===== src/bru_defs.vh =====
`ifndef BRU_DEFS_VH
`define BRU_DEFS_VH

// operation select codes
`define BRU_OP_W 3
`define BRU_OP_LEFT_TO_ACC 3'h0
`define BRU_OP_LEFT_CARRY 3'h1
`define BRU_OP_LEFT_CARRY_TO_ACC 3'h2
`define BRU_OP_RIGHT_IN_PLACE 3'h3
`define BRU_OP_RIGHT_TO_ACC 3'h4
`define BRU_OP_RIGHT_CARRY 3'h5

// byte geometry
`define BRU_TOP_BIT 7
`define BRU_BOT_BIT 0
`define BRU_BYTE_RESET 8'h00
`define BRU_BIT_RESET 1'h0

`endif


===== src/bru_byte_rotate_unit.v =====
`timescale 1ns/1ps
`include "bru_defs.vh"

module bru_byte_rotate_unit #(
    parameter WIDTH = 8
) (
    input wire clk,
    input wire nrst,
    input wire op_valid,
    input wire [`BRU_OP_W-1:0] op_sel,
    input wire [WIDTH-1:0] mem_operand,
    input wire carry_flag,
    output reg [WIDTH-1:0] accumulator_register,
    output reg acc_write_q,
    output reg [WIDTH-1:0] mem_wdata_q,
    output reg mem_write_q,
    output reg carry_q,
    output reg carry_write_q
);
    // ----------------------------------------
    // reset synchroniser
    // ----------------------------------------
    // nrst may rise anywhere in a cycle; the second flop hides that from the datapath
    reg rst_meta_q;
    reg rst_sync_q;

    always @(posedge clk or negedge nrst) begin
        if (!nrst) begin
            rst_meta_q <= `BRU_BIT_RESET;
            rst_sync_q <= `BRU_BIT_RESET;
        end else begin
            rst_meta_q <= 1'h1;
            rst_sync_q <= rst_meta_q;
        end
    end

    // ----------------------------------------
    // decode
    // ----------------------------------------
    reg through_carry;
    reg dir_right;
    reg to_acc;
    reg to_mem;
    reg flag_upd;
    reg legal;

    always @* begin
        through_carry = 1'h0;
        dir_right = 1'h0;
        to_acc = 1'h0;
        to_mem = 1'h0;
        flag_upd = 1'h0;
        legal = 1'h1;
        case (op_sel)
            `BRU_OP_LEFT_TO_ACC: begin
                to_acc = 1'h1;
            end
            `BRU_OP_LEFT_CARRY: begin
                through_carry = 1'h1;
                to_mem = 1'h1;
                flag_upd = 1'h1;
            end
            `BRU_OP_LEFT_CARRY_TO_ACC: begin
                through_carry = 1'h1;
                to_acc = 1'h1;
                flag_upd = 1'h1;
            end
            `BRU_OP_RIGHT_IN_PLACE: begin
                dir_right = 1'h1;
                to_mem = 1'h1;
            end
            `BRU_OP_RIGHT_TO_ACC: begin
                dir_right = 1'h1;
                to_acc = 1'h1;
            end
            `BRU_OP_RIGHT_CARRY: begin
                dir_right = 1'h1;
                through_carry = 1'h1;
                to_mem = 1'h1;
                flag_upd = 1'h1;
            end
            default: begin
                // unused codes do nothing rather than guess a variant
                legal = 1'h0;
            end
        endcase
    end

    // ----------------------------------------
    // datapath
    // ----------------------------------------
    wire [WIDTH-1:0] rot_result;
    wire rot_carry;

    // one rotator serves all six ops; only dir_right, through_carry and the routing below differ
    bru_rotator #(
        .WIDTH(WIDTH)
    ) u_rot (
        .operand(mem_operand),
        .carry_in(carry_flag),
        .through_carry(through_carry),
        .dir_right(dir_right),
        .result(rot_result),
        .carry_out(rot_carry)
    );

    // ----------------------------------------
    // request qualification
    // ----------------------------------------
    // op_valid may stay high: each edge with a legal code is one rotation step
    wire go;
    wire accum_load;
    wire mem_load;
    wire carry_load;

    assign go = op_valid & legal;
    assign accum_load = go & to_acc;
    assign mem_load = go & to_mem;
    assign carry_load = go & flag_upd;

    // ----------------------------------------
    // next values
    // ----------------------------------------
    reg [WIDTH-1:0] accum_d;
    reg [WIDTH-1:0] mem_wdata_d;
    reg carry_d;
    reg accum_write_d;
    reg mem_write_d;
    reg carry_write_d;

    always @* begin
        accum_d = accumulator_register;
        if (accum_load) begin
            accum_d = rot_result;
        end
    end

    always @* begin
        mem_wdata_d = mem_wdata_q;
        if (mem_load) begin
            mem_wdata_d = rot_result;
        end
    end

    // carry load select
    // flagless ops leave carry_q holding the last written value
    always @* begin
        carry_d = carry_q;
        if (carry_load) begin
            carry_d = rot_carry;
        end
    end

    always @* begin
        accum_write_d = accum_load;
        mem_write_d = mem_load;
        carry_write_d = carry_load;
    end

    // ----------------------------------------
    // accumulator register
    // ----------------------------------------
    // accumulator update strobe
    always @(posedge clk or negedge rst_sync_q) begin
        if (!rst_sync_q) begin
            accumulator_register <= `BRU_BYTE_RESET;
            acc_write_q <= `BRU_BIT_RESET;
        end else begin
            accumulator_register <= accum_d;
            acc_write_q <= accum_write_d;
        end
    end

    // ----------------------------------------
    // memory write-back
    // ----------------------------------------
    // the write-back byte holds, so the core may pick it up a cycle late
    // write-back strobe
    always @(posedge clk or negedge rst_sync_q) begin
        if (!rst_sync_q) begin
            mem_wdata_q <= `BRU_BYTE_RESET;
            mem_write_q <= `BRU_BIT_RESET;
        end else begin
            mem_wdata_q <= mem_wdata_d;
            mem_write_q <= mem_write_d;
        end
    end

    // ----------------------------------------
    // carry flag
    // ----------------------------------------
    // carry update strobe
    always @(posedge clk or negedge rst_sync_q) begin
        if (!rst_sync_q) begin
            carry_q <= `BRU_BIT_RESET;
            carry_write_q <= `BRU_BIT_RESET;
        end else begin
            carry_q <= carry_d;
            carry_write_q <= carry_write_d;
        end
    end
endmodule


===== src/bru_rotator.v =====
`timescale 1ns/1ps
`include "bru_defs.vh"

// ----------------------------------------
// combinational one-step rotator
// ----------------------------------------
module bru_rotator #(
    parameter WIDTH = 8
) (
    input wire [WIDTH-1:0] operand,
    input wire carry_in,
    input wire through_carry,
    input wire dir_right,
    output reg [WIDTH-1:0] result,
    output reg carry_out
);
    always @* begin
        result = operand;
        carry_out = carry_in;
        if (dir_right) begin
            result = {(through_carry ? carry_in : operand[`BRU_BOT_BIT]),
                      operand[WIDTH-1:`BRU_BOT_BIT+1]};
            if (through_carry) begin
                carry_out = operand[`BRU_BOT_BIT];
            end
        end else begin
            result = {operand[WIDTH-2:`BRU_BOT_BIT],
                      (through_carry ? carry_in : operand[WIDTH-1])};
            if (through_carry) begin
                carry_out = operand[WIDTH-1];
            end
        end
    end
endmodule


===== config.mk =====
export PLATFORM = sky130hd
export DESIGN_NAME = bru_byte_rotate_unit
export DESIGN_NICKNAME = d
export VERILOG_FILES = /design/src/bru_byte_rotate_unit.v /design/src/bru_rotator.v
export VERILOG_INCLUDE_DIRS = /design/src
export SDC_FILE = /design/constraint.sdc
export NUM_CORES = 1
export LEC_CHECK = 0
export ABC_AREA = 1
export BUFFER_PORTS_ARGS = -buffer_cell sky130_fd_sc_hd__buf_2
export CELL_PAD_IN_SITES_DETAIL_PLACEMENT = 0
export CELL_PAD_IN_SITES_GLOBAL_PLACEMENT = 2
export CORE_UTILIZATION = 30
export CTS_BUF_LIST = sky130_fd_sc_hd__clkbuf_16
export CTS_CLUSTER_DIAMETER = 100
export DETAILED_ROUTE_END_ITERATION = 10
export GPL_ROUTABILITY_DRIVEN = 0
export PLACE_DENSITY_LB_ADDON = 0.1
export SYNTH_ARGS = -nofsm -noshare
export SYNTH_HDL_FRONTEND = slang
export SYNTH_SLANG_ARGS = --single-unit

===== constraint.sdc =====
create_clock -name clk -period 1.6 [get_ports clk]
set_clock_uncertainty 0.05 [all_clocks]
set_input_delay 0.24 -clock clk [delete_from_list [all_inputs] [get_ports clk]]
set_output_delay 0.24 -clock clk [all_outputs]
set_load 0.01 [all_outputs]

### Word-level counts from Yosys, hierarchy flattened

Index checks and enable logic that the tools add are counted.

| word-level totals | value |
|---|---|
| bits in registers | 22 |

| cells by class | value |
|---|---|
| equal/unequal tests | 5 |
| bitwise gates (word level) | 4 |
| mux-type cells | 11 |
| reductions and logical operators | 6 |

Operators by type and width:

| kind | count |
|---|---|
| OR reduction 3 bit | 4 |
| two-way mux 1 bit | 10 |
| two-way mux 8 bit | 1 |
| equality test 3 x 2 -> 1 bit, second input constant | 2 |
| equality test 3 bit, second input constant | 2 |
| OR reduction 6 bit | 1 |
| AND 1 bit | 4 |
| equality test 3 x 1 -> 1 bit, second input constant | 1 |
| zero test 3 bit | 1 |

### Depth between registers and ports, before layout

| logic depth | value |
|---|---|
| depth after elaboration | 5 |
| gate-level depth with buffers | 8 |
| mapped depth without buffers | 8 |

### Cells and area by module

Synthesis repeated with hierarchy kept, for this count alone.

| second synthesis, totals | value |
|---|---|
| cells, all modules | 129 |
| area, all modules | 1036.0 um^2 |

Modules (own cells, without submodules):

| module | area an instance (um^2) | cells an instance | sequential area each (um^2) | instances |
|---|---|---|---|---|
| bru_byte_rotate_unit | 880.8 | 93 | 550.5 | 1 |
| bru_rotator | 155.1 | 36 | 0.0 | 1 |

### Least setup slack after synthesis

No wires, ideal clock.

| path | value |
|---|---|
| path kind | input to register |
| from | in op_sel[2] |
| to | reg accumulator_register[2] |
| stages | 7 |
| arrival | 0.873 ns |
| setup time | 0.127 ns |
| setup slack | 0.550 ns |
| data required time | 1.423 ns |
| cell sequence | nand2_2 -> nand2_2 -> nor2_4 -> inv_1 -> buf_6 -> nand2_1 -> o21ai_0 |

| between the ends | value |
|---|---|
| word-level cells in the longest chain between the ends | 5 |
| elaborated cells between the ends (all ways) | 15 |
| those cells by class | eq/ne: 5; mux: 4; bitwise: 2; reduce/logical: 4 |

RTL lines:

| what | RTL line | text |
|---|---|---|
| start: declaration | bru_byte_rotate_unit.v:10 | `` input wire [`BRU_OP_W-1:0] op_sel, `` |
| equality test 3 bit (tied with other cells) | bru_byte_rotate_unit.v:54 | `case (op_sel)` |
| OR reduction 6 bit (no line) | -- |  |
| two-way mux 1 bit | bru_byte_rotate_unit.v:54 |  |
| AND 1 bit | bru_byte_rotate_unit.v:116 | `assign go = op_valid & legal;` |
| AND 1 bit (*) | bru_byte_rotate_unit.v:117 | `assign accum_load = go & to_acc;` |
| named net accum_load | bru_byte_rotate_unit.v:112 | `wire accum_load;` |
| end signal: assignment | bru_byte_rotate_unit.v:166 | `` accumulator_register <= `BRU_BYTE_RESET; `` |
| end signal: assignment | bru_byte_rotate_unit.v:169 | `accumulator_register <= accum_d;` |
| end: declaration | bru_byte_rotate_unit.v:13 | `output reg [WIDTH-1:0] accumulator_register,` |

The timed path passes the listed nets; every way through them passes the cells marked *.
A chain may end at the register's enable or synchronous reset.

### Final worst setup path

| path | value |
|---|---|
| from | in op_sel[1] |
| to | reg accumulator_register[5] |

Same word-level chain as after synthesis.

==> summary.md <==
| Metric | Value |
|---|---|
| Status | `finished, final reports clean` |
| Dpl ws | `0.2507 ns` |
| Antenna Nets Post-Route | `0` |
| Achievable frequency | `934.1 MHz` |
| Hold_ws | `0.1587 ns` |
| Final setup TNS | `0 ns` |
| Critical path's top delay family | `buffers and inverters` |
| Initial antenna violation count | `0` |
| Avg Cell Area, Syn | `9.413 µm²` |
| Pwr dens | `1264 nW/µm²` |
| Avg WL per Cell | `10.79 µm` |
| CTS H-tree lvls | `1` |
| Crit path from | `op_sel[1]` |
| Crit-path cells | `buf_2 -> nand2_2 -> nand2_2 -> nor2_4 -> inv_1 -> o21ai_0` |
| Synthesized area | `1026 µm²` |
| CTS Root Cell | `clkbuf_16` |
| Final Hold Vio Count | `0` |
| R2R cell count | `3` |
| Die Height | `60.48 µm` |
| Row count | `20` |
| DRT Wirelength | `2.051 mm` |
| Sink Count | `22` |
| Syn Inst Count | `109` |
| Full die area | `3658 µm²` |
| Area post-placement | `1225 µm²` |
| Most Frequent Cell on Critical Path | `nand2_2` |
| Worst setup margin | `0.5295 ns` |
| Crit-path slowest cell | `inv_1` |
| RSZ-0062 raised after global routing | `false` |
| Post-synth net total | `124` |
| Peak VDD IR | `0.4496 mV` |
| CP Launch Type | `input port` |
| Layout cells sized above 1 | `41.78%` |
| CP max stage delay | `0.33 ns` |
| Min Clock Period, post-route | `1.071 ns` |
| Hold/Removal Path Class | `reg2async` |
| Clock slew at the register clock pins of the worst setup and hold paths | `0.06 ns` |
| Layout net count | `162` |
| Via count | `799` |
| Max cap viols | `0` |
| Reg2reg setup slack | `0.70 ns` |
| Post-route cell area | `1340 µm²` |
| Core Box Area | `3153 µm²` |
| IO Port Bufs | `34` |
| DP HPWL | `1.589 mm` |
| Final setup fails | `0` |
| Filler instances | `334` |
| Synth warn | `0` |
| Critical path class | `in2reg` |
| Largest net degree at the start of global routing | `21` |
| CP required | `1.67 ns` |
| CP max FO | `14` |
| Slew Viols, Final | `0` |
| Die Span X | `60.48 µm` |
| Final period utilization | `66.91%` |
| DRC violations left | `0` |
| # diodes | `0` |
| Worst Setup End Kind | `flip-flop` |
| Drt via density | `4.205` |
| CP Capture Point | `accumulator_register[5]` |
| CP Depth | `6` |
| First-pass GRT wire length | `3.443 mm` |
| Gr ovfl total | `0` |
| Layout area overhead | `30.61%` |
| Gates resized, CTS repair | `0` |
| Clock Tree Buf Depth | `2` |
| CTS tree | `built` |
| Post-CTS setup buffers | `0` |
| CTS buffer count | `3` |
| Synth cell types | `18` |
| FF-to-FF End | `carry_q` |
| Post-synthesis sequential area ratio | `53.66%` |
| Worst Path Arrival | `1.14 ns` |
| Synth Register Bits | `22` |
| Total Routing Usage GR | `13.06%` |
| Lkg Pwr | `0.7217 nW` |
| Later-pin clock latency in the skew report | `0.25 ns` |
| Vias in the first global route | `770` |
| R2r startpoint | `carry_q` |
| Drt first pass iters | `4` |
| Initial core utilization | `32.54%` |
| DR iter-0 viols | `19` |
| I/O Pins | `35` |
| Buffers and inverters on the worst path | `2` |
## worst register-to-register path, delay by kind of cell, from the launching register on
family | cells | cell delay [ns]
buf+inv | 1 | 0.05
flops | 1 | 0.37
simple gates | 2 | 0.32
## timing repair
item / 4_1_cts / 5_1_grt
setup endpoints to repair: 0 / 0
hold buffers: 1 / 0
endpoints found under the hold margin: 2 / 0
## cells in the mapped netlist
library cell | n | area, µm²
nand2_4 | 2 | 22.52
or2_2 | 1 | 6.260
nand4_1 | 3 | 18.77
inv_1 | 10 | 37.54
nand2_1 | 31 | 116.4
o21ai_2 | 6 | 52.55
nor2_4 | 2 | 22.52
nand3_1 | 2 | 10.01
nor2_1 | 5 | 18.77
buf_6 | 3 | 33.78
dfrtp_1 | 22 | 550.5
inv_2 | 1 | 3.750
nand3_2 | 3 | 30.03
o21ai_0 | 5 | 25.02
conb_1 | 1 | 3.750
nand2_2 | 5 | 31.28
o21ai_1 | 5 | 25.02
a21oi_2 | 2 | 17.52
## metal layers
| layer | routed length [µm] | GRT usage [%] | vias up |
|---|---|---|---|
| met5 | 0 | 0 | - |
| met4 | 27 | 6.818 | 0 |
| met3 | 102 | 4.051 | 4 |
| met2 | 904 | 19.31 | 21 |
| met1 | 1018 | 17.18 | 353 |
| li1 | - | - | 421 |
## through the flow
| stage | util, % | power, mW | cells |
|---|---|---|---|
| floorplan | - | 0.8886 | 109 |
| global placement | 38.85 | 1.013 | 185 |
| detailed placement | 38.85 | 1.017 | 185 |
| CTS | 42.50 | 1.719 | 190 |
| global route | 42.50 | 1.789 | 190 |
| finish | 42.50 | 1.694 | 190 |
## power by group
group / internal (mW) / switching (mW)
Clock: 0.496 / 0.196
Combinational: 0.134 / 0.191
Sequential: 0.640 / 0.0368
Total: 1.27 / 0.424
## worst min path at each step
stage	start	endpoint	slack (ns)	cells after the start
6_report	rst_sync_q	accumulator_register[5]	0.16	1
3_3_place_gp	nrst	rst_meta_q	-0.03	1
3_5_place_dp	nrst	rst_meta_q	-0.02	1
4_1_cts	rst_sync_q	mem_wdata_q[5]	0.17	1
5_1_grt	rst_sync_q	mem_wdata_q[5]	0.19	1
2_1_floorplan	nrst	rst_meta_q	-0.11	0
## sequential cells by signal (all words and copies together) (netlist names)
| name | count |
|---|---|
| mem_wdata_q | 8 |
| carry_write_q | 1 |
| acc_write_q | 1 |
| mem_write_q | 1 |
| rst_sync_q | 1 |
| accumulator_register | 8 |
| rst_meta_q | 1 |
| carry_q | 1 |
## placed cells by master, fill, tap and decap left out
cell type / synthesis / routed
a21oi_2: 2 / 2
buf_2: 0 / 34
buf_4: 0 / 1
bufinv_16: 0 / 1
clkbuf_16: 0 / 3
conb_1: 1 / 1
dfrtp_1: 22 / 22
dlygate4sd3_1: 0 / 1
inv_1: 10 / 10
inv_2: 1 / 1
nand2_1: 31 / 31
nand2_2: 5 / 5
nand2_4: 2 / 2
nand3_1: 2 / 2
nand3_2: 3 / 3
nand4_1: 3 / 3
nor2_1: 5 / 5
nor2_4: 2 / 2
o21ai_0: 5 / 5
o21ai_1: 5 / 5
o21ai_2: 6 / 6
or2_2: 1 / 1
## layout make-up
| cell class | instances | area, µm² | share of cell area [%] |
|---|---|---|---|
| inverters | 11 | 41.29 | 3.081 |
| well taps | 44 | 55.05 | 4.108 |
| repair buffers | 36 | 187.7 | 14.01 |
| flip-flops and latches | 22 | 550.5 | 41.08 |
| clock buffers | 3 | 75.07 | 5.602 |
| clock inverters | 1 | 30.03 | 2.241 |
| multi-input cells | 73 | 400.4 | 29.88 |
## kinds of logic after synthesis
logic type	share of synthesized area, %
other	0.3655
AND/OR/NAND/NOR	26.95
buffers and inverters	7.317
AO/OA/AOI/OAI	11.71
flip-flops	53.66
Power figures use the tool's default switching activity.
